===== src/dsx_defs.vh =====
// constants for the decrement and skip execution block
`ifndef DSX_DEFS_VH
`define DSX_DEFS_VH
// opcode upper six bits
`define DSX_OPC_DEC_FILE  6'h01
`define DSX_OPC_DEC_SKIP  6'h0b
// instruction field positions
`define DSX_OPC_HI        15
`define DSX_OPC_LO        10
`define DSX_DEST_BIT      9
`define DSX_ACC_BIT       8
// indexed literal offset limit and access bank split
`define DSX_ILO_LIMIT     8'h5f
`define DSX_ACC_SPLIT     8'h60
`define DSX_SFR_BANK      4'hf
// ahb register byte offsets
`define DSX_REG_INSTR     12'h000
`define DSX_REG_CTRL      12'h004
`define DSX_REG_WREG      12'h008
`define DSX_REG_STATUS    12'h00c
`define DSX_REG_BANK      12'h010
`define DSX_REG_FSR2      12'h014
`define DSX_REG_FILE      12'h018
`define DSX_REG_FDATA     12'h01c
`define DSX_REG_RESULT    12'h020
// status bit positions
`define DSX_ST_C          0
`define DSX_ST_DIGIT      1
`define DSX_ST_Z          2
`define DSX_ST_OVFL       3
`define DSX_ST_N          4
// ctrl bit positions
`define DSX_CTRL_EXT      0
`define DSX_CTRL_TWO      1
// reset values
`define DSX_RST_BYTE      8'h00
`define DSX_RST_INSTR     16'h0000
// quarter phase codes
`define DSX_Q1            2'h0
`define DSX_Q2            2'h1
`define DSX_Q3            2'h2
`define DSX_Q4            2'h3
// idle cycles after a skip, one per discarded word
`define DSX_IDLE_ONE      2'h1
`define DSX_IDLE_TWO      2'h2
`endif


===== src/dsx_alu.v =====
// byte decrement with flag generation
`timescale 1ns/1ps
`include "dsx_defs.vh"
module dsx_alu
(
  // operand
  input  wire [7:0] opnd,
  // result and flags
  output wire [7:0] res,
  output wire [4:0] flags
);
  // subtract one as f + ff; carry means no borrow
  wire [8:0] sum;
  assign sum = {1'b0, opnd} + 9'h0ff;
  assign res = sum[7:0];
  // flag order follows the status layout: negative, overflow, zero, digit carry, carry
  assign flags = {res[7],
                  (opnd == 8'h80),
                  (res == 8'h00),
                  (opnd[3:0] != 4'h0),
                  sum[8]};
endmodule // dsx_alu


===== src/dsx_core.v =====
// decrement and decrement-skip-on-zero execution unit with ahb-lite registers
`timescale 1ns/1ps
`include "dsx_defs.vh"
module dsx_core
(
  // clock and reset
  input  wire        hclk,
  input  wire        hresetn,
  // ahb-lite slave
  input  wire        hsel,
  input  wire [31:0] haddr,
  input  wire [1:0]  htrans,
  input  wire        hwrite,
  input  wire [2:0]  hsize,
  input  wire        hready,
  input  wire [31:0] hwdata,
  output reg  [31:0] hrdata,
  output wire        hreadyout,
  output wire        hresp,
  // file memory port
  output reg  [11:0] file_addr,
  output reg         file_we,
  output reg  [7:0]  file_wdata,
  // execution state
  output wire        busy,
  output reg  [1:0]  idle_cnt
);

  // ************************************************************
  // bus address phase capture
  // ************************************************************
  reg        wr_pend_q;
  reg [11:0] addr_q;
  wire       take;
  // hsize is not decoded: only single whole-word transfers are expected
  assign take = hsel & hready & htrans[1];
  // zero wait states: every register answers in its data phase
  assign hreadyout = 1'b1;
  assign hresp = 1'b0;

  // latch the address phase for the following data phase
  always @(posedge hclk or negedge hresetn)
  begin
    if (!hresetn)
    begin
      wr_pend_q <= 1'b0;
      addr_q    <= 12'h000;
    end
    else
    begin
      wr_pend_q <= take & hwrite;
      if (take)
        addr_q <= haddr[11:0];
    end
  end

  // ************************************************************
  // registers
  // ************************************************************
  reg [15:0] instr_q;
  reg [1:0]  ctrl_q;
  reg [7:0]  wreg_q;
  reg [4:0]  status_q;
  reg [3:0]  bank_q;
  reg [11:0] fsr2_q;
  reg [7:0]  fdata_q;
  reg [7:0]  result_q;
  // sequencer state
  reg [1:0]  phase_q;
  reg        run_q;
  reg [11:0] ea_q;
  reg        skip_q;

  // ************************************************************
  // instruction decode
  // ************************************************************
  // opcode decode, shared by the stored word and the word being written
  function [1:0] op_kind;
    input [15:0] w;
    begin
      op_kind = {(w[`DSX_OPC_HI:`DSX_OPC_LO] == `DSX_OPC_DEC_SKIP),
                 (w[`DSX_OPC_HI:`DSX_OPC_LO] == `DSX_OPC_DEC_FILE)};
    end
  endfunction

  // instruction fields; instr only changes between operations, so these stay put
  wire       dest;
  wire       acc;
  wire [7:0] f;
  wire [1:0] kind_i;
  wire [1:0] kind_w;
  wire       is_plain;
  wire       is_dsz;
  assign dest     = instr_q[`DSX_DEST_BIT];
  assign acc      = instr_q[`DSX_ACC_BIT];
  assign f        = instr_q[7:0];
  assign kind_i   = op_kind(instr_q);
  assign kind_w   = op_kind(hwdata[15:0]);
  assign is_plain = kind_i[0];
  assign is_dsz   = kind_i[1];
  // busy covers the four quarters and any idle cycles after a skip
  assign busy = run_q | (idle_cnt != 2'h0);

  // effective address of the file operand; the indexed form adds the
  // literal to the index base and may land in any bank
  function [11:0] eff_addr;
    input        a;
    input [7:0]  fa;
    input        ext;
    input [3:0]  bank_sel;
    input [11:0] idx_base;
    begin
      if (a)
        eff_addr = {bank_sel, fa};
      else if (ext && (fa <= `DSX_ILO_LIMIT))
        eff_addr = idx_base + {4'h0, fa};
      else if (fa < `DSX_ACC_SPLIT)
        eff_addr = {4'h0, fa};
      else
        eff_addr = {`DSX_SFR_BANK, fa};
    end
  endfunction

  // ************************************************************
  // arithmetic
  // ************************************************************
  wire [7:0] dec_res;
  wire [4:0] dec_flags;
  dsx_alu u_alu
  (
    .opnd  (fdata_q),
    .res   (dec_res),
    .flags (dec_flags)
  );

  // an operation starts on the data phase of its instruction write; a
  // write while busy or with a foreign opcode starts nothing
  wire launch;
  assign launch = wr_pend_q & (addr_q == `DSX_REG_INSTR) & ~busy
                  & (kind_w != 2'h0);

  // ************************************************************
  // quarter-cycle sequencer: decode, read, process, write
  // ************************************************************
  always @(posedge hclk or negedge hresetn)
  begin
    if (!hresetn)
    begin
      run_q    <= 1'b0;
      phase_q  <= `DSX_Q1;
      ea_q     <= 12'h000;
      result_q <= `DSX_RST_BYTE;
      skip_q   <= 1'b0;
      idle_cnt <= 2'h0;
    end
    // a new operation restarts at the decode quarter and drops the old skip
    else if (launch)
    begin
      run_q   <= 1'b1;
      phase_q <= `DSX_Q1;
      skip_q  <= 1'b0;
    end
    else if (run_q)
    begin
      phase_q <= phase_q + 2'h1;
      case (phase_q)
        // decode quarter: resolve the operand address
        `DSX_Q1: ea_q <= eff_addr(acc, f, ctrl_q[`DSX_CTRL_EXT], bank_q, fsr2_q);
        // read quarter: the operand byte already sits in fdata
        `DSX_Q2: ;
        // process quarter: the result and the skip decision
        `DSX_Q3:
        begin
          result_q <= dec_res;
          skip_q   <= is_dsz & (dec_res == 8'h00);
        end
        // write quarter: the destination is written and the operation ends
        default:
        begin
          run_q <= 1'b0;
          // one idle cycle per discarded word
          if (skip_q)
            idle_cnt <= ctrl_q[`DSX_CTRL_TWO] ? `DSX_IDLE_TWO : `DSX_IDLE_ONE;
        end
      endcase
    end
    // count the discarded words down; busy stays high meanwhile
    else if (idle_cnt != 2'h0)
      idle_cnt <= idle_cnt - 2'h1;
  end

  // ************************************************************
  // file memory port
  // ************************************************************
  // write only in the fourth quarter and only with dest set
  always @(posedge hclk or negedge hresetn)
  begin
    if (!hresetn)
    begin
      file_addr  <= 12'h000;
      file_we    <= 1'b0;
      file_wdata <= `DSX_RST_BYTE;
    end
    else
    begin
      file_we <= run_q & (phase_q == `DSX_Q4) & dest;
      // address taken in the read quarter so it holds steady through the write
      if (run_q && phase_q == `DSX_Q2)
        file_addr <= ea_q;
      if (run_q && phase_q == `DSX_Q4)
        file_wdata <= result_q;
    end
  end

  // ************************************************************
  // software registers and destination write
  // ************************************************************
  wire wsel;
  assign wsel = wr_pend_q;
  always @(posedge hclk or negedge hresetn)
  begin
    if (!hresetn)
    begin
      instr_q  <= `DSX_RST_INSTR;
      ctrl_q   <= 2'h0;
      wreg_q   <= `DSX_RST_BYTE;
      status_q <= 5'h00;
      bank_q   <= 4'h0;
      fsr2_q   <= 12'h000;
      fdata_q  <= `DSX_RST_BYTE;
    end
    else
    begin
      if (wsel && addr_q == `DSX_REG_INSTR && !busy)
        instr_q <= hwdata[15:0];
      if (wsel && addr_q == `DSX_REG_CTRL)
        ctrl_q <= hwdata[1:0];
      // bank, index base and the ext bit of control are sampled at decode only, so a
      // change during an operation takes effect with the next one; the two bit is sampled in the write quarter
      if (wsel && addr_q == `DSX_REG_BANK)
        bank_q <= hwdata[3:0];
      if (wsel && addr_q == `DSX_REG_FSR2)
        fsr2_q <= hwdata[11:0];
      // operand latched by software holds the addressed file byte
      if (wsel && addr_q == `DSX_REG_FDATA && !run_q)
        fdata_q <= hwdata[7:0];
      // hardware update in the fourth quarter beats a software write
      if (run_q && phase_q == `DSX_Q4 && !dest)
        wreg_q <= result_q;
      else if (wsel && addr_q == `DSX_REG_WREG)
        wreg_q <= hwdata[7:0];
      if (run_q && phase_q == `DSX_Q4 && is_plain)
        status_q <= dec_flags;
      else if (wsel && addr_q == `DSX_REG_STATUS)
        status_q <= hwdata[4:0];
    end
  end

  // ************************************************************
  // read data
  // ************************************************************
  // read mux on the address phase; unmapped addresses read zero
  reg [31:0] rd_d;
  always @*
  begin
    rd_d = 32'h0000_0000;
    if (haddr[11:0] == `DSX_REG_INSTR)
      rd_d = {16'h0000, instr_q};
    else if (haddr[11:0] == `DSX_REG_CTRL)
      rd_d = {30'h0, ctrl_q};
    else if (haddr[11:0] == `DSX_REG_WREG)
      rd_d = {24'h0, wreg_q};
    else if (haddr[11:0] == `DSX_REG_STATUS)
      rd_d = {27'h0, status_q};
    else if (haddr[11:0] == `DSX_REG_BANK)
      rd_d = {28'h0, bank_q};
    else if (haddr[11:0] == `DSX_REG_FSR2)
      rd_d = {20'h0, ea_q};
    else if (haddr[11:0] == `DSX_REG_FILE)
      rd_d = {29'h0, idle_cnt, busy};
    else if (haddr[11:0] == `DSX_REG_FDATA)
      rd_d = {24'h0, fdata_q};
    else if (haddr[11:0] == `DSX_REG_RESULT)
      rd_d = {23'h0, skip_q, result_q};
  end

  // read data comes from a flop; it shows the register state at the
  // address phase edge, so an update in that same edge shows next read
  always @(posedge hclk or negedge hresetn)
  begin
    if (!hresetn)
      hrdata <= 32'h0000_0000;
    else if (take && !hwrite)
      hrdata <= rd_d;
    else
      hrdata <= 32'h0000_0000;
  end

endmodule // dsx_core


===== config.mk =====
export PLATFORM = sky130hd
export DESIGN_NAME = dsx_core
export DESIGN_NICKNAME = d
export VERILOG_FILES = /design/src/dsx_alu.v /design/src/dsx_core.v
export VERILOG_INCLUDE_DIRS = /design/src
export SDC_FILE = /design/constraint.sdc
export NUM_CORES = 1
export LEC_CHECK = 0
export ABC_AREA = 1
export BUFFER_PORTS_ARGS = -buffer_cell sky130_fd_sc_hd__buf_2
export CAP_MARGIN = 20
export CORE_ASPECT_RATIO = 1.2
export CORE_MARGIN = 5
export CORE_UTILIZATION = 56
export CTS_BUF_LIST = sky130_fd_sc_hd__clkbuf_16
export DETAILED_ROUTE_END_ITERATION = 10
export PLACE_DENSITY_LB_ADDON = 0.2
export SYNTH_ARGS = -nofsm -noshare
export SYNTH_HDL_FRONTEND = slang
export SYNTH_SLANG_ARGS = --single-unit

===== constraint.sdc =====
create_clock -name hclk -period 2.1 [get_ports hclk]
set_input_delay 0.42 -clock hclk [delete_from_list [all_inputs] [get_ports hclk]]
set_output_delay 0.42 -clock hclk [all_outputs]
set_load 0.02 [all_outputs]

==> results of run 1 <==
==> cells in the mapped netlist (4+ instances only) <==
master / number / share of area
nor3_2: 4 / 0.0059
nand2_1: 204 / 0.11
nand3_1: 31 / 0.023
o21ai_1: 9 / 0.0066
nor2_2: 4 / 0.0037
dfrtp_1: 131 / 0.48
buf_2: 7 / 0.0051
mux2_2: 6 / 0.0099
nor3_1: 5 / 0.0037
nand4_1: 15 / 0.014
o21ai_0: 104 / 0.076
xor2_1: 5 / 0.0064
clkbuf_1: 8 / 0.0044
o22ai_1: 6 / 0.0055
inv_2: 11 / 0.0060
ha_1: 17 / 0.031
a21oi_1: 35 / 0.026
buf_4: 20 / 0.022
nor2_4: 4 / 0.0066
nor2_1: 56 / 0.031
inv_1: 95 / 0.052
==> cells by family after synthesis <==
group,count (synthesis),share of synthesized area
other,2,0.00110
AOI/OAI and AO/OA,172,0.138
adders and majority gates,18,0.0340
muxes,6,0.00988
and+or+nand+nor,345,0.233
buffers and inverters,146,0.0939
DFF,131,0.479
xor gates and xnor gates,8,0.0102
==> report_power, final <==
group	total [mW]	internal (mW)	switching [mW]
Combinational	0.614	0.202	0.412
Sequential	2.69	2.62	0.0737
Clock	2.87	1.73	1.14
Total	6.18	4.55	1.63
==> worst max path at each step <==
stage / startpoint / endpoint / slack [ns]
after floorplan: instr_q[0]$_DFFE_PN0P_ / ea_q[10]$_DFFE_PN0P_ / 0.29
after global routing: instr_q[0]$_DFFE_PN0P_ / ea_q[10]$_DFFE_PN0P_ / -0.04
after CTS: instr_q[0]$_DFFE_PN0P_ / ea_q[10]$_DFFE_PN0P_ / 0.01
final: instr_q[0]$_DFFE_PN0P_ / ea_q[10]$_DFFE_PN0P_ / 0.09
after detailed placement: instr_q[0]$_DFFE_PN0P_ / ea_q[10]$_DFFE_PN0P_ / 0.06
after global placement: instr_q[0]$_DFFE_PN0P_ / ea_q[10]$_DFFE_PN0P_ / 0.09
==> cell type report <==
| class | count | share of cell area |
|---|---|---|
| timing repair buffer | 97 | 0.0716 |
| tap | 161 | 0.0251 |
| inverter | 109 | 0.0512 |
| sequential | 131 | 0.408 |
| multi-input combinational | 567 | 0.374 |
| clock buffer | 17 | 0.0529 |
| clock inverter | 14 | 0.0174 |
==> critical path: stages, from the launching register on <==
cell and delay [ns]:
dfrtp_1 0.40, ha_2 0.21, inv_1 0.06, fa_2 0.41
inv_2 0.06, nand3_2 0.07, nand2_2 0.09, nand2_2 0.05
nand3_2 0.07, nand2_2 0.06, nand2_2 0.07, nand2_1 0.04
o21ai_1 0.07, nand2_1 0.08, nand2_1 0.06, o21ai_1 0.06
==> state kept, by name, indices dropped and copies added, names as in the netlist <==
register and count:
idle_cnt 2, instr_q 16, file_we 1, ea_q 12
run_q 1, fsr2_q 12, file_wdata 8, ctrl_q 2
phase_q 2, file_addr 12, hrdata 16, status_q 5
addr_q 12, fdata_q 8, wreg_q 8, skip_q 1
result_q 8, bank_q 4, wr_pend_q 1
==> routing by layer <==
layer | vias up | GRT usage | share of wire
li1 | 2853 | - | -
met3 | 53 | 0.0493 | 0.065
met5 | - | 0 | 0
met2 | 236 | 0.455 | 0.48
met1 | 2812 | 0.351 | 0.42
met4 | 0 | 0.130 | 0.040
==> placed cells by master, fill, tap and decap left out, types with 3 or more instances in the layout <==
master | synthesis | final
nand2_1 | 204 | 200
dfrtp_1 | 131 | 131
o21ai_0 | 104 | 101
inv_1 | 95 | 95
buf_2 | 7 | 72
nor2_1 | 56 | 56
a21oi_1 | 35 | 35
nand3_1 | 31 | 29
buf_4 | 20 | 22
conb_1 | 2 | 18
clkbuf_16 | 0 | 17
ha_1 | 17 | 16
nand4_1 | 15 | 15
inv_2 | 11 | 12
o21ai_1 | 9 | 12
nand2_2 | 3 | 7
o22ai_1 | 6 | 6
mux2_2 | 6 | 6
nor3_1 | 5 | 5
nand3_2 | 3 | 5
xor2_1 | 5 | 5
nor2_2 | 4 | 4
nor2_4 | 4 | 4
nor3_2 | 4 | 4
clkinvlp_4 | 0 | 4
clkinv_2 | 0 | 4
o221ai_1 | 3 | 3
a31oi_1 | 3 | 3
nor4_1 | 3 | 3
or2_2 | 3 | 3
xnor2_1 | 3 | 3
==> per-stage QoR <==
stage	hold WS (ns)	utilization	power [mW]	cells	area, µm²
finish	0.206	0.666	6.18	1096	8040
global route	0.248	0.666	6.41	1096	8040
CTS	0.200	0.663	6.20	1094	8000
detailed placement	0.420	0.615	3.34	1062	7420
global placement	0.411	0.615	3.31	1062	7420
floorplan	0.124	-	3.12	844	6900
==> what timing repair did <==
action                                  4_1_cts  5_1_grt
endpoints found under the setup margin        0        4
gates resized for setup                       0       12
buffers inserted                              0        2
hold endpoints to repair                     34        0
hold buffers                                  1        0
==> results.md, run 1 <==
* Status: completed
* Critical path class: register to register
* Worst R2R Setup Slack at between 0.09 and 0.1 ns
* Yosys warning count at 0
* Peak supply drop at around 0.51 mV
* P per Cell Area at 769 nW/µm²
* Clock sinks at 131
* Remaining DRCs at 0
* First-pass GRT wire length at 31000 µm
* Drt wl/cell at 17.3 µm
* Filler cell count in the final layout at 989
* Period utilization at 0.956
* Max-slew headroom at 0.665
* Global Route Usage Sum at 0.274
* Hold Crit Depth at 3
* Placement Setup Slack at roughly 0.064 ns
* Antenna violations before repair at 0
* Initial Utilization at 0.567
* Skew-Pair Late Insertion Delay at about 0.42 ns
* Hold EP: instr_q[12]$_DFFE_PN0P_
* Vias in the first global route at roughly 5900
* Critical R2R Launch: instr_q[0]$_DFFE_PN0P_
* Least-Margin Pin Slew at 0.503 ns
* Fraction of layout cells with a size suffix above 1 at 0.200
* Post-DP HPWL at about 14000 µm
* Min-delay src: hwdata[12]
* Setup_tns at 0 ns
* Leak at 4.16 nW
* Final setup vio count at 0
* Final Wtd Congestion at slightly below 1
* Num rows at between 40 and 50
* R2R depth at 15
* Max Fclk at 498 MHz
* CTS root buf: clkbuf_16
* Register area share after synthesis at 0.479
* Mapped cell area at roughly 6800 µm²
* Antenna Nets Post-Route at 0
* Syn Inst Count at approximately 830
* EDFF count, synth at 0
* Worst path setup slack after routing at between 0.09 and 0.1 ns
* Multi-input logic area at 3000 µm²
* # port buffers at 73
* Critical Path RT at 2.39 ns
* Largest net degree at the start of global routing at 55
* Register bit count reported by yosys at 131
* Routed WL at 19000 µm
* Slew Limit Fails at 0
* R2R Path End: ea_q[10]$_DFFE_PN0P_
* Layout Skew at approximately 0.0088 ns
* Core area at 12100 µm²
* Die Ht at 131 µm
* Syn Area/Cell at 8.26 µm²
* Min-delay worst type: input pin to register
* Top FF cell, synth: dfrtp_1
* Crit path launch type: register
* Netlist cell types at 50
* Die Wd at around 110 µm
* Reg clk slew, reported paths at 0.06 ns
* RSZ-0062 raised after global routing: true
* Crit Path Max Fanout at 4
* Register area at ~3300 µm²
* Final min period at approximately 2.0 ns
* Diode count at 0
* Vias per cell at 5.43
* DR vias at 5954
* P&R area growth vs syn at 17.5%
* Die ar. at 14500 µm²
* Critical Path AT at approximately 2.3 ns
* Final-stage net count at 1015
* Max cap viols at 0
* Drt first pass iters at 5
* Ports at 132
* Initial drt markers at 507
* Final hold vios at 0
* Total CTS buffers at 17
* TritonCTS clock tree: built
* CP Capture Type: register
* Grt total ovfl at 0
* Asr flop ratio synth at 1.00
* Clock tree buffer depth at 2
* CTS H-Tree Depth at 4
(Power assumes the default switching activity.)
==> inputs of run 2 (changes only) <==
Settings changed: CORE_ASPECT_RATIO 1.2 to default.
==> results.md, run 2 (same netlist as run 1, synthesis figures left out) <==
* Fraction of layout cells with a size suffix above 1 at 0.202 (was 0.200)
* Last element of the critical path: ea_q[8]$_DFFE_PN0P_ (was ea_q[10]$_DFFE_PN0P_)
* CP Cell Sequence: ha_2 -> inv_1 -> fa_2 -> inv_2 -> nand3_2 -> nand2_2 -> nand2_1 -> nand3_2 -> nor2_1 -> o21ai_0 -> nand2_1 -> o22ai_1 (was ha_2 -> inv_1 -> fa_2 -> inv_2 -> nand3_2 -> nand2_2 -> nand2_2 -> nand3_2 -> nand2_2 -> nand2_2 -> nand2_1 -> o21ai_1 -> nand2_1 -> nand2_1 -> o21ai_1)
* Utilization after layout at 0.672 (was 0.666)
* CTS H-Tree Depth at 4 (unchanged)
* Die Ht at 121 µm (was 131 µm)
* Die ar. at 14500 µm² (about the same)
* CP Launch Point: fsr2_q[0]$_DFFE_PN0P_ (was instr_q[0]$_DFFE_PN0P_)
* Vias in the first global route at 5973 (was 5912)
* Reg clk slew, reported paths at 0.06 ns (about the same)
* Post-DP HPWL at 13700 µm (was 14000 µm)
* Commonest non-fill, non-tap cell in the layout: nand2_1 (unchanged)
* Critical Path Stages at 12 (was 15)
* Final min period at 2.02 ns (was 2.01 ns)
* Final setup vio count at 0 (unchanged)
* Setup_tns at 0 ns (unchanged)
* Ports at 132 (unchanged)
* Final Wtd Congestion at 0.966 (was 0.968)
* R2R Path End: ea_q[8]$_DFFE_PN0P_ (was ea_q[10]$_DFFE_PN0P_)
* Multi-input logic area at 3030 µm² (was 3000 µm²)
* Min-delay worst type: input pin to register (unchanged)
* Final-stage net count at 1016 (was 1015)
* RSZ-0062 raised after global routing: false (was true)
* Critical path's top delay family: adder cells (unchanged)
* Filler cell count in the final layout at 1024 (was 989)
* CTS root buf: clkbuf_16 (unchanged)
* Global Route Usage Sum at 0.266 (was 0.274)
* Drt wl/cell at 16.9 µm (was 17.3 µm)
* Period utilization at 0.962 (was 0.956)
* Max cap viols at 0 (unchanged)
* Layout Skew at 0.00766 ns (was 0.00884 ns)
* Remaining DRCs at 0 (unchanged)
* P per Cell Area at 778 nW/µm² (was 769 nW/µm²)
* Crit path launch type: register (unchanged)
* Critical Path AT at 2.37 ns (was 2.30 ns)
* Biggest regs: hrdata (16), instr_q (16) (unchanged)
* Diode count at 0 (unchanged)
* Initial drt markers at 600 (was 507)
* First-pass GRT wire length at 30200 µm (was 31000 µm)
* Worst R2R Setup Slack at 0.08 ns (was 0.09 ns)
* P&R area growth vs syn at 18.1% (was 17.5%)
* Core area at 12000 µm² (was 12100 µm²)
* # port buffers at 73 (unchanged)
* Clock tree buffer depth at 2 (unchanged)
* Total CTS buffers at 17 (unchanged)
* Critical R2R Launch: fsr2_q[0]$_DFFE_PN0P_ (was instr_q[0]$_DFFE_PN0P_)
* Antenna Nets Post-Route at 0 (unchanged)
* Largest net degree at the start of global routing at 51 (was 55)
* Initial Utilization at 0.569 (was 0.567)
* Max Fclk at 495 MHz (was 498 MHz)
* Slowest library cell on the worst path: fa_2 (unchanged)
* Most frequent cells in the layout: nand2_1 (201), dfrtp_1 (131), o21ai_0 (103), inv_1 (94), buf_2 (72) (was nand2_1 (200), dfrtp_1 (131), o21ai_0 (101), inv_1 (95), buf_2 (72))
* Drt first pass iters at 5 (unchanged)
* Skew-Pair Late Insertion Delay at 0.43 ns (was 0.42 ns)
* Status: completed (unchanged)
* Slew Limit Fails at 0 (unchanged)
* TritonCTS clock tree: built (unchanged)
* CP peak stage delay at 0.39 ns (was 0.41 ns)
* Crit Path Max Fanout at 2 (was 4)
* R2R depth at 12 (was 15)
* Leak at 4.18 nW (was 4.16 nW)
* Die Wd at 121 µm (was 111 µm)
* CP bufs+invs at 2 (unchanged)
* Register area at 3280 µm² (unchanged)
* Vias per cell at 5.49 (was 5.43)
* Critical path class: register to register (unchanged)
* CP Capture Type: register (unchanged)
* Antenna violations before repair at 0 (unchanged)
* Clock sinks at 131 (unchanged)
* Num rows at 40 (was 44)
* Final hold vios at 0 (unchanged)
* Routed WL at 18300 µm (was 19000 µm)
* Worst path setup slack after routing at 0.0799 ns (was 0.0932 ns)
* Critical Path RT at 2.45 ns (was 2.39 ns)
* Peak supply drop at 0.613 mV (was 0.507 mV)
* DR vias at 5943 (was 5954)
* Grt total ovfl at 0 (unchanged)
* Placement Setup Slack at 0.0641 ns (was 0.0640 ns)
==> run 2: where the power goes <==
| group | switching [mW] | internal, mW | leakage [nW] |
|---|---|---|---|
| clock network | 1.13 | 1.85 | 0.280 |
| registers | 0.0721 | 2.62 | 1.33 |
| logic | 0.411 | 0.206 | 2.57 |
| total | 1.61 | 4.67 | 4.18 |
==> run 2: stage by stage <==
step	hold WS [ns]	area, µm²	power, mW	cells
floorplan	0.124	6900	3.12	844
global placement	0.349	7410	3.31	1049
detailed placement	0.354	7410	3.34	1049
CTS	0.200	8010	6.29	1081
global route	0.204	8080	6.53	1083
finish	0.211	8080	6.28	1083
==> run 2: worst min-delay path by stage <==
stage | startpoint | endpoint | slack [ns] | cells past startpoint
after floorplan | hresetn | addr_q[0]$_DFFE_PN0P_ | 0.12 | 0
after global placement | hresetn | addr_q[7]$_DFFE_PN0P_ | 0.35 | 1
after detailed placement | hresetn | addr_q[7]$_DFFE_PN0P_ | 0.35 | 1
after CTS | hwdata[12] | instr_q[12]$_DFFE_PN0P_ | 0.20 | 3
after global routing | hwdata[12] | instr_q[12]$_DFFE_PN0P_ | 0.20 | 3
final | hwdata[12] | instr_q[12]$_DFFE_PN0P_ | 0.21 | 3
==> run 2: layout make-up <==
type | count | area share
Inverter | 109 | 0.0510
Sequential cell | 131 | 0.406
Clock inverter | 14 | 0.0204
Multi-Input combinational cell | 567 | 0.375
Timing Repair Buffer | 98 | 0.0722
Clock buffer | 17 | 0.0527
Tap cell | 147 | 0.0228
==> run 2: layer usage <==
layer | up-vias | routed length, µm | GRT usage
met5 | - | 0 | 0
met4 | 0 | 573 | 0.0878
met3 | 47 | 1320 | 0.0645
met2 | 245 | 8390 | 0.421
met1 | 2807 | 8070 | 0.363
li1 | 2844 | - | -
==> run 2: timing repair <==
| action | CTS | global route |
|---|---|---|
| resized for setup | 0 | 12 |
| setup endpoints to repair | 0 | 4 |
| endpoints found under the hold margin | 20 | 0 |
| hold buffers | 1 | 0 |
| buffers inserted | 0 | 2 |
==> run 2: worst min-delay path, stage by stage <==
cell and delay [ns]:
buf_2 0.09, nand2_1 0.05, nand2_1 0.05
